$ cat src/pkg/usw_pkg.sv
// constants and field layout of the universal serial unit control block
package usw_pkg;
    localparam int unsigned AW = 12;
    localparam int unsigned DW = 32;
    // register indices; byte address is four times the index
    localparam logic [7:0]    IDX_CTRL  = 8'hB8;
    localparam logic [7:0]    IDX_STAT  = 8'hB9;
    localparam logic [7:0]    IDX_PORT  = 8'hBA;
    localparam logic [7:0]    IDX_DATA  = 8'hBB;
    localparam logic [AW-1:0] ADDR_CTRL = {2'h0, IDX_CTRL, 2'h0};
    localparam logic [AW-1:0] ADDR_STAT = {2'h0, IDX_STAT, 2'h0};
    localparam logic [AW-1:0] ADDR_PORT = {2'h0, IDX_PORT, 2'h0};
    localparam logic [AW-1:0] ADDR_DATA = {2'h0, IDX_DATA, 2'h0};
    // serial_control fields
    localparam int unsigned C_SIE = 7;
    localparam int unsigned C_OIE = 6;
    localparam int unsigned C_WM  = 4;
    localparam int unsigned C_CS  = 2;
    localparam int unsigned C_CLK = 1;
    localparam int unsigned C_TC  = 0;
    // serial_status fields
    localparam int unsigned S_SIF = 7;
    localparam int unsigned S_OIF = 6;
    localparam int unsigned S_PF  = 5;
    localparam int unsigned S_DC  = 4;
    // pin_port fields
    localparam int unsigned P_CKP = 0;
    localparam int unsigned P_CKD = 1;
    localparam int unsigned P_DIP = 2;
    localparam int unsigned P_DID = 3;
    localparam int unsigned P_DOP = 4;
    localparam int unsigned P_DOD = 5;
    localparam int unsigned P_GIE = 7;
    localparam logic [7:0]    RST8     = 8'h00;
    localparam logic [3:0]    CNT_MAX  = 4'hF;
    localparam logic [3:0]    CNT_ONE  = 4'h1;
    localparam logic [1:0]    RESP_OK  = 2'h0;
    localparam logic [1:0]    RESP_ERR = 2'h2;
    typedef logic [1:0] usw_wm_t;
    localparam usw_wm_t WM_OFF = 2'h0;
    localparam usw_wm_t WM_3W  = 2'h1;
    localparam usw_wm_t WM_2W  = 2'h2;
    localparam usw_wm_t WM_2WH = 2'h3;
    typedef logic [1:0] usw_cs_t;
    localparam usw_cs_t CS_SOFT  = 2'h0;
    localparam usw_cs_t CS_TIMER = 2'h1;

    function automatic logic usw_two_wire(input usw_wm_t wm);
        return (wm == WM_2W) || (wm == WM_2WH);
    endfunction : usw_two_wire

    function automatic logic usw_addr_ok(input logic [AW-1:0] a);
        logic [AW-1:0] w;
        w = {a[AW-1:2], 2'h0};
        return (w == ADDR_CTRL) || (w == ADDR_STAT) || (w == ADDR_PORT) || (w == ADDR_DATA);
    endfunction : usw_addr_ok
endpackage : usw_pkg

$ cat src/design/usw_control.sv
// universal serial unit: counter, flags, wire modes and pin drive behind axi4-lite
`timescale 1ns/10ps
`default_nettype none
module usw_control (
    input  wire logic                 aclk,
    input  wire logic                 aresetn,
    input  wire logic [usw_pkg::AW-1:0] s_axi_awaddr,
    input  wire logic                 s_axi_awvalid,
    output logic                      s_axi_awready,
    input  wire logic [usw_pkg::DW-1:0] s_axi_wdata,
    input  wire logic [3:0]           s_axi_wstrb,
    input  wire logic                 s_axi_wvalid,
    output logic                      s_axi_wready,
    output logic [1:0]                s_axi_bresp,
    output logic                      s_axi_bvalid,
    input  wire logic                 s_axi_bready,
    input  wire logic [usw_pkg::AW-1:0] s_axi_araddr,
    input  wire logic                 s_axi_arvalid,
    output logic                      s_axi_arready,
    output logic [usw_pkg::DW-1:0]    s_axi_rdata,
    output logic [1:0]                s_axi_rresp,
    output logic                      s_axi_rvalid,
    input  wire logic                 s_axi_rready,
    input  wire logic                 serial_in_pin_i,
    input  wire logic                 serial_clock_pin_i,
    input  wire logic                 timer_match,
    output logic                      serial_in_pin_o,
    output logic                      serial_in_pin_oe,
    output logic                      serial_in_pull_en,
    output logic                      serial_clock_pin_o,
    output logic                      serial_clock_pin_oe,
    output logic                      serial_clock_pull_en,
    output logic                      data_out_pin_o,
    output logic                      data_out_pin_oe,
    output logic                      data_out_pull_en,
    output logic                      start_irq_req,
    output logic                      count_wrap_irq_req,
    output logic                      wake_idle
);
    import usw_pkg::*;

    // ----------------------------------------
    // pin synchronisers
    // ----------------------------------------
    logic sda_m_r, sda_s_r, sda_d_r;
    logic scl_m_r, scl_s_r, scl_d_r;

    always_ff @(posedge aclk) begin
        if (!aresetn) begin
            sda_m_r <= 1'b1;
            sda_s_r <= 1'b1;
            sda_d_r <= 1'b1;
            scl_m_r <= 1'b1;
            scl_s_r <= 1'b1;
            scl_d_r <= 1'b1;
        end else begin
            sda_m_r <= serial_in_pin_i;
            sda_s_r <= sda_m_r;
            sda_d_r <= sda_s_r;
            scl_m_r <= serial_clock_pin_i;
            scl_s_r <= scl_m_r;
            scl_d_r <= scl_s_r;
        end
    end

    logic sda_rise, sda_fall, scl_rise, scl_fall;
    assign sda_rise = sda_s_r & ~sda_d_r;
    assign sda_fall = ~sda_s_r & sda_d_r;
    assign scl_rise = scl_s_r & ~scl_d_r;
    assign scl_fall = ~scl_s_r & scl_d_r;

    // ----------------------------------------
    // axi4-lite write channel
    // ----------------------------------------
    logic            aw_hold_r, w_hold_r, bvalid_r;
    logic [AW-1:0]   awaddr_r;
    logic [DW-1:0]   wdata_r;
    logic [3:0]      wstrb_r;
    logic [1:0]      bresp_r;
    logic            do_wr, wr_en;
    logic [AW-1:0]   wr_word;

    assign s_axi_awready = ~aw_hold_r & ~bvalid_r;
    assign s_axi_wready  = ~w_hold_r & ~bvalid_r;
    assign s_axi_bvalid  = bvalid_r;
    assign s_axi_bresp   = bresp_r;
    assign do_wr   = aw_hold_r & w_hold_r & ~bvalid_r;
    assign wr_en   = do_wr & wstrb_r[0];
    assign wr_word = {awaddr_r[AW-1:2], 2'h0};

    always_ff @(posedge aclk) begin
        if (!aresetn) begin
            aw_hold_r <= 1'b0;
            w_hold_r  <= 1'b0;
            bvalid_r  <= 1'b0;
            awaddr_r  <= '0;
            wdata_r   <= '0;
            wstrb_r   <= '0;
            bresp_r   <= RESP_OK;
        end else begin
            if (s_axi_awvalid && s_axi_awready) begin
                aw_hold_r <= 1'b1;
                awaddr_r  <= s_axi_awaddr;
            end
            if (s_axi_wvalid && s_axi_wready) begin
                w_hold_r <= 1'b1;
                wdata_r  <= s_axi_wdata;
                wstrb_r  <= s_axi_wstrb;
            end
            if (do_wr) begin
                aw_hold_r <= 1'b0;
                w_hold_r  <= 1'b0;
                bvalid_r  <= 1'b1;
                bresp_r   <= usw_addr_ok(awaddr_r) ? RESP_OK : RESP_ERR;
            end else if (bvalid_r && s_axi_bready) begin
                bvalid_r <= 1'b0;
            end
        end
    end

    logic wr_ctrl, wr_stat, wr_port, wr_data;
    assign wr_ctrl = wr_en & (wr_word == ADDR_CTRL);
    assign wr_stat = wr_en & (wr_word == ADDR_STAT);
    assign wr_port = wr_en & (wr_word == ADDR_PORT);
    assign wr_data = wr_en & (wr_word == ADDR_DATA);

    // ----------------------------------------
    // control and port registers
    // ----------------------------------------
    logic       sie_r, oie_r, clk_sel_r;
    usw_wm_t    wm_r;
    usw_cs_t    cs_r;
    logic [7:0] port_r;
    logic       tc_strobe, two_wire, ext_src;

    assign tc_strobe = wr_ctrl & wdata_r[C_TC];
    assign two_wire  = usw_two_wire(wm_r);
    assign ext_src   = cs_r[1];

    always_ff @(posedge aclk) begin
        if (!aresetn) begin
            sie_r     <= 1'b0;
            oie_r     <= 1'b0;
            wm_r      <= WM_OFF;
            cs_r      <= CS_SOFT;
            clk_sel_r <= 1'b0;
        end else if (wr_ctrl) begin
            sie_r     <= wdata_r[C_SIE];
            oie_r     <= wdata_r[C_OIE];
            wm_r      <= wdata_r[C_WM +: 2];
            cs_r      <= wdata_r[C_CS +: 2];
            clk_sel_r <= wdata_r[C_CLK];
        end
    end

    always_ff @(posedge aclk) begin
        if (!aresetn) begin
            port_r <= RST8;
        end else if (wr_port) begin
            port_r <= wdata_r[7:0];
        end else if (tc_strobe) begin
            port_r[P_CKP] <= ~port_r[P_CKP];
        end
    end

    // ----------------------------------------
    // clock source selection
    // ----------------------------------------
    logic soft_strobe, cnt_tick, shift_tick, scl_edge;
    assign scl_edge    = scl_rise | scl_fall;
    assign soft_strobe = wr_ctrl & wdata_r[C_CLK] & (cs_r == CS_SOFT);
    // counter source; inputs act the same whatever the wire mode
    assign cnt_tick = soft_strobe
                    | ((cs_r == CS_TIMER) & timer_match)
                    | (ext_src & ~clk_sel_r & scl_edge)
                    | (ext_src & clk_sel_r & tc_strobe);
    assign shift_tick = soft_strobe
                      | ((cs_r == CS_TIMER) & timer_match)
                      | (ext_src & (cs_r[0] ? scl_fall : scl_rise));

    // ----------------------------------------
    // shift register and counter
    // ----------------------------------------
    logic [7:0] shift_r;
    logic [3:0] cnt_r;
    logic       wrap;

    always_ff @(posedge aclk) begin
        if (!aresetn) begin
            shift_r <= RST8;
        end else if (wr_data) begin
            shift_r <= wdata_r[7:0];
        end else if (shift_tick) begin
            shift_r <= {shift_r[6:0], sda_s_r};
        end
    end

    // a software write of the count beats a tick in the same cycle
    assign wrap = cnt_tick & ~wr_stat & (cnt_r == CNT_MAX);

    always_ff @(posedge aclk) begin
        if (!aresetn) begin
            cnt_r <= RST8[3:0];
        end else if (wr_stat) begin
            cnt_r <= wdata_r[3:0];
        end else if (cnt_tick) begin
            cnt_r <= cnt_r + CNT_ONE;
        end
    end

    // ----------------------------------------
    // flags and clock holds
    // ----------------------------------------
    logic sif_r, oif_r, pf_r, start_hold_r, wrap_hold_r;
    logic start_evt, stop_evt, sif_clr, oif_clr, pf_clr;

    assign sif_clr   = wr_stat & wdata_r[S_SIF];
    assign oif_clr   = wr_stat & wdata_r[S_OIF];
    assign pf_clr    = wr_stat & wdata_r[S_PF];
    assign start_evt = (two_wire & sda_fall & scl_s_r)
                     | (~two_wire & ext_src & ~clk_sel_r & scl_edge);
    assign stop_evt  = two_wire & sda_rise & scl_s_r;

    always_ff @(posedge aclk) begin
        if (!aresetn) begin
            sif_r <= 1'b0;
            oif_r <= 1'b0;
            pf_r  <= 1'b0;
        end else begin
            sif_r <= start_evt | (sif_r & ~sif_clr);
            oif_r <= wrap | (oif_r & ~oif_clr);
            pf_r  <= stop_evt | (pf_r & ~pf_clr);
        end
    end

    always_ff @(posedge aclk) begin
        if (!aresetn) begin
            start_hold_r <= 1'b0;
        end else if (sif_clr && !start_evt) begin
            start_hold_r <= 1'b0;
        end else if (sif_r && two_wire && scl_fall) begin
            start_hold_r <= 1'b1;
        end
    end

    always_ff @(posedge aclk) begin
        if (!aresetn) begin
            wrap_hold_r <= 1'b0;
        end else if (oif_clr && !wrap) begin
            wrap_hold_r <= 1'b0;
        end else if (wrap && wm_r == WM_2WH) begin
            wrap_hold_r <= 1'b1;
        end
    end

    // ----------------------------------------
    // pin drive
    // ----------------------------------------
    logic sda_o_nxt, sda_oe_nxt, sda_pu_nxt;
    logic scl_o_nxt, scl_oe_nxt, scl_pu_nxt;
    logic do_o_nxt, do_oe_nxt, do_pu_nxt, scl_hold;

    assign scl_hold = start_hold_r | (wrap_hold_r & (wm_r == WM_2WH));

    always_comb begin
        sda_o_nxt  = port_r[P_DIP];
        sda_oe_nxt = port_r[P_DID];
        sda_pu_nxt = ~port_r[P_DID] & port_r[P_DIP];
        scl_o_nxt  = port_r[P_CKP];
        scl_oe_nxt = port_r[P_CKD];
        scl_pu_nxt = ~port_r[P_CKD] & port_r[P_CKP];
        do_o_nxt   = port_r[P_DOP];
        do_oe_nxt  = port_r[P_DOD];
        do_pu_nxt  = ~port_r[P_DOD] & port_r[P_DOP];
        if (wm_r == WM_3W) begin
            do_o_nxt = shift_r[7];
        end
        if (two_wire) begin
            sda_o_nxt  = 1'b0;
            sda_oe_nxt = port_r[P_DID] & (~shift_r[7] | ~port_r[P_DIP]);
            sda_pu_nxt = 1'b0;
            scl_o_nxt  = 1'b0;
            scl_oe_nxt = port_r[P_CKD] & (~port_r[P_CKP] | scl_hold);
            scl_pu_nxt = 1'b0;
        end
    end

    always_ff @(posedge aclk) begin
        if (!aresetn) begin
            serial_in_pin_o      <= 1'b0;
            serial_in_pin_oe     <= 1'b0;
            serial_in_pull_en    <= 1'b0;
            serial_clock_pin_o   <= 1'b0;
            serial_clock_pin_oe  <= 1'b0;
            serial_clock_pull_en <= 1'b0;
            data_out_pin_o       <= 1'b0;
            data_out_pin_oe      <= 1'b0;
            data_out_pull_en     <= 1'b0;
        end else begin
            serial_in_pin_o      <= sda_o_nxt;
            serial_in_pin_oe     <= sda_oe_nxt;
            serial_in_pull_en    <= sda_pu_nxt;
            serial_clock_pin_o   <= scl_o_nxt;
            serial_clock_pin_oe  <= scl_oe_nxt;
            serial_clock_pull_en <= scl_pu_nxt;
            data_out_pin_o       <= do_o_nxt;
            data_out_pin_oe      <= do_oe_nxt;
            data_out_pull_en     <= do_pu_nxt;
        end
    end

    // ----------------------------------------
    // interrupt requests
    // ----------------------------------------
    assign start_irq_req      = sif_r & sie_r & port_r[P_GIE];
    assign count_wrap_irq_req = oif_r & oie_r & port_r[P_GIE];
    assign wake_idle          = count_wrap_irq_req;

    // ----------------------------------------
    // axi4-lite read channel
    // ----------------------------------------
    logic       rvalid_r;
    logic [1:0] rresp_r;
    logic [7:0] rd_byte;
    logic [DW-1:0] rdata_r;
    logic       collision;

    assign collision     = shift_r[7] ^ sda_s_r;
    assign s_axi_arready = ~rvalid_r;
    assign s_axi_rvalid  = rvalid_r;
    assign s_axi_rresp   = rresp_r;
    assign s_axi_rdata   = rdata_r;

    always_comb begin
        case ({s_axi_araddr[AW-1:2], 2'h0})
            ADDR_CTRL: rd_byte = {sie_r, oie_r, wm_r, cs_r, 2'h0};
            ADDR_STAT: rd_byte = {sif_r, oif_r, pf_r, collision, cnt_r};
            ADDR_PORT: rd_byte = port_r;
            ADDR_DATA: rd_byte = shift_r;
            default:   rd_byte = RST8;
        endcase
    end

    always_ff @(posedge aclk) begin
        if (!aresetn) begin
            rvalid_r <= 1'b0;
            rresp_r  <= RESP_OK;
            rdata_r  <= '0;
        end else if (s_axi_arvalid && s_axi_arready) begin
            rvalid_r <= 1'b1;
            rresp_r  <= usw_addr_ok(s_axi_araddr) ? RESP_OK : RESP_ERR;
            rdata_r  <= {24'h000000, rd_byte};
        end else if (rvalid_r && s_axi_rready) begin
            rvalid_r <= 1'b0;
        end
    end
endmodule : usw_control
`default_nettype wire

$ cat config.mk
export PLATFORM = sky130hd
export DESIGN_NAME = usw_control
export DESIGN_NICKNAME = d
export VERILOG_FILES = /design/src/pkg/usw_pkg.sv /design/src/design/usw_control.sv
export SDC_FILE = /design/constraint.sdc
export NUM_CORES = 1
export LEC_CHECK = 0
export ABC_CLOCK_PERIOD_IN_PS = 3300
export BUFFER_PORTS_ARGS = -buffer_cell sky130_fd_sc_hd__clkbuf_2
export CAP_MARGIN = 20
export CORE_ASPECT_RATIO = 0.6
export CORE_UTILIZATION = 54
export CTS_BUF_LIST = sky130_fd_sc_hd__clkbuf_16
export DETAILED_ROUTE_END_ITERATION = 10
export PLACE_DENSITY = 0.85
export SYNTH_ARGS = -nofsm -noshare
export SYNTH_HDL_FRONTEND = slang
export SYNTH_SLANG_ARGS = --single-unit
$ cat constraint.sdc
create_clock -name aclk -period 3.3 [get_ports aclk]
set_input_delay 0 -clock aclk [delete_from_list [all_inputs] [get_ports aclk]]
set_output_delay 0 -clock aclk [all_outputs]
set_load 0.01 [all_outputs]
* After elaboration in Yosys (flattened, before gate mapping)
Cells that the tools add are included.
** Operators by class
- $add $sub $neg :: 1
- Multipliers :: 0
- Divide/modulo/power cells :: 0
- Magnitude comparators :: 0
- Equal/unequal tests :: 13
- Shift-type cells :: 0
- Multiplexer cells :: 17
- Bitwise operators :: 81
- Reductions and logical operators :: 29
** Operators by type and width (count)
- $eq A10 B8 Y1 const B :: 8
- $and A1 B1 Y1 :: 47
- $pmux W8 S4 :: 1
- $not A1 Y1 :: 21
- $mux W8 :: 2
- $or A1 B1 Y1 :: 12
- $logic_and A1 B1 Y1 :: 10
- $mux W1 :: 10
- $reduce_bool A2 Y1 :: 5
- $mux W4 :: 2
- $reduce_or A2 Y1 :: 4
- $logic_or A1 B1 Y1 :: 7
- $add A4 B1 Y4 const B :: 1
- $eq A2 B1 Y1 const B :: 2
- $eq A2 B2 Y1 const B :: 2
- $eq A4 B4 Y1 const B :: 1
- $mux W2 :: 2
- $logic_not A1 Y1 :: 2
- $logic_not A2 Y1 :: 1
- $xor A1 B1 Y1 :: 1
** Word-level totals
- Register bits :: 84
- Latch bits :: 0
- Bits in writable memories :: 0
- Bits in read-only memories :: 0
- Bits of input ports :: 70
- Memories :: 0

* Logic depth before layout (Yosys ltp)
Gate-level depths: netlist (run 1).
- Depth in word-level cells :: 14
- Gate-level depth with buffers :: 7
- Mapped depth without buffers :: 7

* Worst setup path before layout (run 1)
Ideal clock, no wire load.
- Kind :: flip-flop to flip-flop
- Start point :: register bvalid_r (netlist: s_axi_bvalid)
- End point :: register shift_r[6]
- Setup time :: 117 ps
- Data arrival time :: 1938 ps
- Data required time :: 3183 ps
- Path slack :: 1245 ps
- Stages on the path, launching flop included :: 8
- Path buffers :: 2
- Clock period less this slack :: 2055 ps
- Cells stage by stage :: dfxtp_1 and3b_1 buf_4 nand4_1 buf_6 o31ai_4 mux2_2 a22o_2
** On the way
- Word-level cells in the longest chain between the ends :: 9
- Elaborated cells between the ends (all ways) :: 11
** RTL lines
- start: declaration :: line usw_control.sv:75 : logic aw_hold_r, w_hold_r, bvalid_r;
- start signal: assignment :: line usw_control.sv:95 : bvalid_r <= 1'b0;
- start signal: assignment :: line usw_control.sv:113 : bvalid_r <= 1'b1;
- start signal: assignment :: line usw_control.sv:116 : bvalid_r <= 1'b0;
- $not A1 Y1 * :: line usw_control.sv:87 : assign do_wr = aw_hold_r & w_hold_r & ~bvalid_r;
- $and A1 B1 Y1 * :: line usw_control.sv:87
- $and A1 B1 Y1 * :: line usw_control.sv:88 : assign wr_en = do_wr & wstrb_r[0];
- $and A1 B1 Y1 :: line usw_control.sv:122 : assign wr_ctrl = wr_en & (wr_word == ADDR_CTRL);
- $and A1 B1 Y1 (2 in series) :: line usw_control.sv:171 : assign soft_strobe = wr_ctrl & wdata_r[C_CLK] & (cs_r == CS_SOFT);
- $or A1 B1 Y1 :: line usw_control.sv:178 : | ((cs_r == CS_TIMER) & timer_match)
- $or A1 B1 Y1 :: line usw_control.sv:179 : | (ext_src & (cs_r[0] ? scl_fall : scl_rise));
- $reduce_bool A2 Y1 (no line)
- end signal: assignment :: line usw_control.sv:192 : shift_r <= wdata_r[7:0];
- end signal: assignment :: line usw_control.sv:194 : shift_r <= {shift_r[6:0], sda_s_r};
- end: declaration :: line usw_control.sv:184 : logic [7:0] shift_r;
Mark *: on every way between the ends. The rest lies on a longest branch, timed or not.
A chain may end at the register's enable or synchronous reset.

* Worst setup path in the final report (run 1)
- Start point :: register wstrb_r[0]
- End point :: register shift_r[6]
** On the way
- Word-level cells in the longest chain between the ends :: 7
- Elaborated cells between the ends (all ways) :: 9
** RTL lines
- start: declaration :: line usw_control.sv:78 : logic [3:0] wstrb_r;
- start signal: assignment :: line usw_control.sv:108 : wstrb_r <= s_axi_wstrb;
- $and A1 B1 Y1 * :: line usw_control.sv:88
- $and A1 B1 Y1 :: line usw_control.sv:122
- $and A1 B1 Y1 (2 in series) :: line usw_control.sv:171
- $or A1 B1 Y1 :: line usw_control.sv:178
- $or A1 B1 Y1 :: line usw_control.sv:179
- $reduce_bool A2 Y1 (no line)
Marks and branches as above.

==> results of run 1 <==
cell usage in the layout, fill, tap and decap left out, types with 2 or more instances in the layout:
cell type / instances
a31oi_1: 6
nand4_1: 2
nor3_1: 2
dlygate4sd3_1: 24
a21oi_1: 29
nor2_1: 33
nand2_1: 55
xor2_1: 2
or3_1: 2
and4bb_2: 2
nand3_1: 4
nand2b_1: 7
o21ai_0: 7
a211oi_1: 2
inv_1: 6
nand4b_1: 4
nor3b_1: 4
a21boi_0: 2
a22o_1: 9
a22oi_1: 8
clkbuf_2: 65
mux2i_1: 16
nor2b_1: 6
dfxtp_1: 80
mux4_2: 6
and2_1: 3
clkbuf_16: 9
mux2_2: 11
and3b_1: 2
and4_2: 3
ha_1: 3
and3_1: 4
nand3b_1: 2
clkinv_1: 2
conb_1: 26
bufinv_16: 2
where the power goes:
part           switching [mW]  internal (mW)
sequential             0.0273          0.991
clock                   0.375          0.655
combinational          0.0941         0.0683
cell type report:
| class | count | area [µm²] | share of cell area [%] |
|---|---|---|---|
| Clock inverter | 7 | 87.6 | 2.01 |
| Multi-Input combinational cell | 274 | 1740 | 39.9 |
| Inverter | 6 | 22.5 | 0.517 |
| Clock buffer | 9 | 225 | 5.17 |
| Tap cell | 84 | 105 | 2.41 |
| Timing Repair Buffer | 90 | 573 | 13.2 |
| Sequential cell | 80 | 1600 | 36.8 |
worst min-delay path, delay by kind of cell:
kind,cells,cell delay [ns]
compound gates,1,0.07
buf+inv,1,0.10
simple gates,1,0.11
per-stage QoR:
step | area, µm² | cells | hold slack, ns | power, mW | util (%)
2_1_floorplan | 3640 | 403 | 0.0990 | 1.14 | -
3_3_place_gp | 3800 | 510 | 0.184 | 1.17 | 61.1
3_5_place_dp | 3800 | 510 | 0.187 | 1.17 | 61.1
4_1_cts | 4350 | 550 | 0.00160 | 2.21 | 70.0
5_1_grt | 4350 | 550 | 0.0446 | 2.30 | 70.0
6_report | 4350 | 550 | -0.00950 | 2.21 | 70.0
state kept, by name, summed over array words and instances (netlist names), 2 cells and up:
| signal | cells |
|---|---|
| awaddr_r | 10 |
| cnt_r | 4 |
| cs_r | 2 |
| port_r | 8 |
| s_axi_rdata | 8 |
| shift_r | 8 |
| wdata_r | 8 |
| wm_r | 2 |
layer usage:
metal	vias to the layer above	part of all wire (%)	global-route usage, %
li1	1442	-	-
met4	0	2.0	11.6
met5	-	0	0
met3	24	8.6	7.24
met2	140	46	44.3
met1	1428	44	34.9
final timing paths:
check / cells past startpoint / from / endpoint / slack [ns]
setup / recovery: 6 / wstrb_r[0]$_SDFFE_PN0P_ / shift_r[6]$_SDFFE_PN0P_ / 0.89
hold / removal: 3 / s_axi_arvalid / s_axi_rresp[1]$_SDFFE_PN0P_ / -0.009
setup reg to reg: 6 / wstrb_r[0]$_SDFFE_PN0P_ / shift_r[6]$_SDFFE_PN0P_ / 0.89
hold reg to reg: 1 / sda_m_r$_SDFF_PN1_ / sda_s_r$_SDFF_PN1_ / 0.41
cells by family after synthesis:
| kind of cell | share of synthesized area, % |
|---|---|
| simple gates | 20.7 |
| buf+inv | 8.37 |
| fa+ha+maj | 1.06 |
| other cells | 0.106 |
| xor+xnor | 0.495 |
| compound gates | 12.3 |
| flops | 45.2 |
| mux | 11.8 |
repair_timing:
item,4_1_cts,5_1_grt
hold buffers,24,0
hold endpoints to repair,23,0
endpoints found under the setup margin,0,0
==> metrics.yaml, run 1 <==
critical_path:
  cp-start-kind: "register"
  endpoint_kind: "register"
  slowest_delay_ns: 0.47
  crit_slowest_cell: "o31ai_4"
  worst-setup-path-type: "reg -> reg"
  crit_family: "compound AO/OA/AOI/OAI gates"
  crit_chain: "nor3b_1 > nand4_1 > buf_4 > o31ai_4 > mux2_2 > a22o_2"
  cp_data_required_time_ns: 3.52
  worstPathArrival_ns: 2.63
  path_buf_inv: 1
  critical_path.max_fanout: 9
detailed_routing:
  antenna_left: 0
  drc: 0
  viasPerCell: 5.52
  route.detailed.wl_per_inst_um: 15.8
  dr.pass1.iters: 5
  num_vias: 3034
  drt_iter0_markers: 213
  wirelength_mm: 8.67
synthesis:
  synth_cells: 378
  synth_top_cell_by_area: "dfxtp_1"
  synth.area.top_cells: "dfxtp_1, buf_4, nand2_1"
  syn_area_per_cell_um2: 9.37
  netlist.area_leader.share_pct: 45.2
  seq_area_frac_synth_pct: 45.2
  synth_common_cells: "dfxtp_1, nand2_1, nor2_1"
  synth_ff_type: "dfxtp_1"
  yosys.cell_count.top_type: "dfxtp_1"
  ys_seq_elements: 80
  netlist_area_um2: 3540
  synth_edf_count: 0
  synth.distinct_cells: 48
  synthArstFlopShare_pct: 0
  ys_warn_count: 0
global_routing:
  grt_pass1_wl_mm: 14.3
  grt_antenna_before_repair: 0
  grt_pass1_vias: 2873
  overflow: 0
  grt.total_usage_pct: 27.4
  grt_max_degree: 56
die:
  die_y_um: 64.7
  rows: 22
  initial_utilization_pct: 56.9
  io_pins: 123
  die_w_um: 107
  die-area_um2: 6900
  core_um2: 6220
clock_tree:
  clock_latency_ns: 0.33
  cts_root_buf: "clkbuf_16"
  cts_setup_buffers: 0
  ctsLongestPathBuffers: 2
  clk_transition_reported_paths_ns: 0.06
  htree_levels: 3
  cts.repair.resized: 0
  cts_sinks: 80
  numCtsBuffers: 9
  cts_tree: "yes"
timing:
  relSlewSlack_pct: 36.8
  rsz0062_at_grt: "false"
  holdWs_ns: -0.00950
  maxSlewViolCount: 0
  min_period_ns: 2.41
  fin_crit_sh_pct: 72.9
  layout_setup_ws_ns: 0.894
  worst_pin_slew_ns: 0.947
  finalHoldViolCount: 1
  fmax_mhz: 416
  fin_skew_ns: 0.00700
  tns_ns: 0
  setup_viol: 0
status:
  outcome: "finished, violations left"
  violations: "negative hold slack"
job:
  drv_cap: 0
cells_and_area:
  layout-drive-gt1-share_pct: 23.4
  fillers: 484
  antenna_cells: 0
  final_nets: 534
  area_growth_pct: 22.9
min_path:
  hold_path.class: "in -> reg"
place:
  dp_slack_ns: 0.964
  port_buffers: 65
  post-dp-hpwl_mm: 5.55
  place.gp.congestion: 0.865
power_and_ir_drop:
  p_leak_nw: 1.96
  powerDensity_nw_per_um2: 508
  peakVddDrop_mv: 0.301
Power figures use the tool's default switching activity.
==> run 2: changes to the inputs <==
--- a/config.mk
+++ b/config.mk
@@ -5,14 +5,14 @@
 export SDC_FILE = /design/constraint.sdc
 export NUM_CORES = 1
 export LEC_CHECK = 0
-export ABC_CLOCK_PERIOD_IN_PS = 3300
+export ABC_CLOCK_PERIOD_IN_PS = 2500
 export BUFFER_PORTS_ARGS = -buffer_cell sky130_fd_sc_hd__clkbuf_2
 export CAP_MARGIN = 20
 export CORE_ASPECT_RATIO = 0.6
-export CORE_UTILIZATION = 54
+export CORE_UTILIZATION = 50
 export CTS_BUF_LIST = sky130_fd_sc_hd__clkbuf_16
 export DETAILED_ROUTE_END_ITERATION = 10
-export PLACE_DENSITY = 0.85
+export PLACE_DENSITY = 0.8
 export SYNTH_ARGS = -nofsm -noshare
 export SYNTH_HDL_FRONTEND = slang
 export SYNTH_SLANG_ARGS = --single-unit
==> constraint.sdc (replaced) <==
create_clock -name aclk -period 2.5 [get_ports aclk]
set_input_delay 0 -clock aclk [delete_from_list [all_inputs] [get_ports aclk]]
set_output_delay 0 -clock aclk [all_outputs]
set_load 0.01 [all_outputs]
==> run 2 against run 1 <==
The run now ends clean. Fmax up 8.2%. Register-to-register slack worse by 0.62 ns. Clock power up 31%. Die area up 7.8%. Power up 32%. Largest cell class unchanged.
==> metrics.yaml, run 2 (synthesized netlist as in run 1, its figures left out) <==
critical_path:
  endpoint_kind: "register"
  cp_data_required_time_ns: 2.72  # -0.80 ns
  rr_endpoint: "shift_r[6]$_SDFFE_PN0P_"
  worst-setup-path-type: "reg -> reg"
  cp-start-kind: "register"
  reg2reg_slack_ns: 0.28  # -0.62 ns
  reg2reg_from: "scl_s_r$_SDFF_PN1_"
  critical_path.max_fanout: 8  # -1
  r2r_cells: 7  # +1
  crit_path_start: "scl_s_r$_SDFF_PN1_"
  cp-endpoint: "shift_r[6]$_SDFFE_PN0P_"
  worstPathArrival_ns: 2.45  # -0.18 ns
timing:
  finalHoldViolCount: 0  # -1
  min_period_ns: 2.22  # -0.183 ns
  fin_crit_sh_pct: 88.9  # +16 points
  relSlewSlack_pct: 55.7  # +19 points
  fin_skew_ns: 0.00543  # -0.00157 ns
  rsz0062_at_grt: "false"
  worst_pin_slew_ns: 0.661  # -0.286 ns
  fmax_mhz: 450  # +8.2%
  tns_ns: 0  # unchanged
  maxSlewViolCount: 0  # unchanged
  layout_setup_ws_ns: 0.277  # -0.617 ns
  setup_viol: 0  # unchanged
  holdWs_ns: 0.0823  # +0.0918 ns
clock_tree:
  clk_transition_reported_paths_ns: 0.06  # about the same
  htree_levels: 3  # unchanged
  cts.repair.resized: 0  # unchanged
  numCtsBuffers: 9  # unchanged
  ctsLongestPathBuffers: 2  # unchanged
  cts_tree: "yes"
  cts_root_buf: "clkbuf_16"
  cts_sinks: 80  # unchanged
  clock_latency_ns: 0.33  # about the same
cells_and_area:
  area_growth_pct: 23.5
  most-common-layout-cells: "dfxtp_1, clkbuf_2, nand2_1, nor2_1, a21oi_1"
  fin_area_um2: 4380  # +0.52%
  mostFrequentLayoutCell: "dfxtp_1"
  final_nets: 538  # +0.75%
  regMostFlops: "awaddr_r"
  layout-drive-gt1-share_pct: 23.9  # +0.54 points
  largest_reg_flops: 10  # unchanged
  antenna_cells: 0  # unchanged
detailed_routing:
  wirelength_mm: 8.28  # -4.5%
  drc: 0  # unchanged
  num_vias: 2972  # -2.0%
  route.detailed.wl_per_inst_um: 14.9  # -5.3%
  dr.pass1.iters: 5  # unchanged
  viasPerCell: 5.35  # -2.9%
  antenna_left: 0  # unchanged
  drt_iter0_markers: 171  # -20%
global_routing:
  met3_usage_pct: 8.53  # +1.3 points
  grt_pass1_wl_mm: 13.2  # -8.0%
  gr-max-usage-layer: "met2"
  grt.total_usage_pct: 23.1  # -4.3 points
  gr-usage-met2_pct: 34.9  # -9.4 points
  overflow: 0  # unchanged
  grt_antenna_before_repair: 0  # unchanged
  grt_max_degree: 32  # -43%
  use_met1_pct: 31.0  # -3.9 points
  grt_pass1_vias: 2716  # -5.5%
die:
  die-area_um2: 7440  # +7.8%
  initial_utilization_pct: 52.4  # -4.6 points
  io_pins: 123  # unchanged
  die_w_um: 111  # +3.8%
  core_um2: 6760  # +8.7%
  die_y_um: 67.2  # +3.8%
  rows: 23  # +4.5%
power_and_ir_drop:
  sw_frac_of_total_pct: 22.4  # about the same
  power.internal_mw: 2.26  # +32%
  p_leak_nw: 1.98  # +0.80%
  peakVddDrop_mv: 0.363  # +21%
  combPwrFrac_pct: 7.5  # +0.2 points
  total_power_mw: 2.91  # +32%
  p_clk_share_pct: 46.3  # -0.3 points
  switching_power_mw: 0.653  # +32%
  p_seq_share_pct: 46.1  # about the same
  powerDensity_nw_per_um2: 665  # +31%
min_path:
  hold_start: "aresetn"
  hold_path.class: "in -> reg"
place:
  port_buffers: 65  # unchanged
  dp_slack_ns: 0.309  # -0.655 ns
  post-dp-hpwl_mm: 5.79  # +4.2%
  place.gp.congestion: 0.887  # +2.5%
  placed_cell_area_um2: 3830  # +0.69%
status:
  outcome: "finished, final reports clean"
job:
  drv_cap: 0  # unchanged
[run 2: how the worst min path moves through the flow]
stage                                            to  slack (ns)  cells after the start
final                            scl_m_r$_SDFF_PN1_        0.08                      3
after global routing             sda_d_r$_SDFF_PN1_        0.08                      3
after CTS                        sda_m_r$_SDFF_PN1_        0.08                      3
after detailed placement         sda_m_r$_SDFF_PN1_        0.19                      2
after global placement    s_axi_rvalid$_SDFFE_PN0P_        0.19                      2
after floorplan           s_axi_rvalid$_SDFFE_PN0P_         0.1                      1
[run 2: layer usage]
metal,vias to the layer above,share of wire [%]
li1,1443,-
met1,1387,46
met2,132,44
met3,10,8.9
met4,0,0.99
met5,-,0
[run 2: worst max-delay path, stage by stage (launching register included)]
cell and delay [ns]:
dfxtp_1 0.40, inv_1 0.08, ha_1 0.22, mux2_2 0.27, a21boi_0 0.37, o31ai_4 0.21
mux2_2 0.31, a22o_2 0.25
[run 2: what timing repair did]
item                                   CTS  global route
setup buffers                            0             0
hold buffers                            25             0
endpoints found under the hold margin   24             0
[run 2: power groups by stage]
stage | clock (mW) | sequential, mW | combinational [mW]
final | 1.35 | 1.34 | 0.219
after global routing | 1.43 | 1.35 | 0.245
after floorplan | 0 | 1.36 | 0.151
after CTS | 1.37 | 1.34 | 0.217
after detailed placement | 0 | 1.37 | 0.185
after global placement | 0 | 1.37 | 0.179
[run 2: cell type report]
type | count | area, µm²
Fill cell | 534 | 2390
Clock buffer | 9 | 225
Timing Repair Buffer | 94 | 606
Clock inverter | 5 | 73.8
Tap cell | 87 | 109
Inverter | 6 | 22.5
Sequential cell | 80 | 1600
Multi-Input combinational cell | 274 | 1740
[run 2: stage by stage]
step           util (%)  instances
6_report           64.7        555
5_1_grt            64.7        555
4_1_cts            64.7        555
3_5_place_dp       56.6        516
3_3_place_gp       56.6        516
2_1_floorplan         -        403
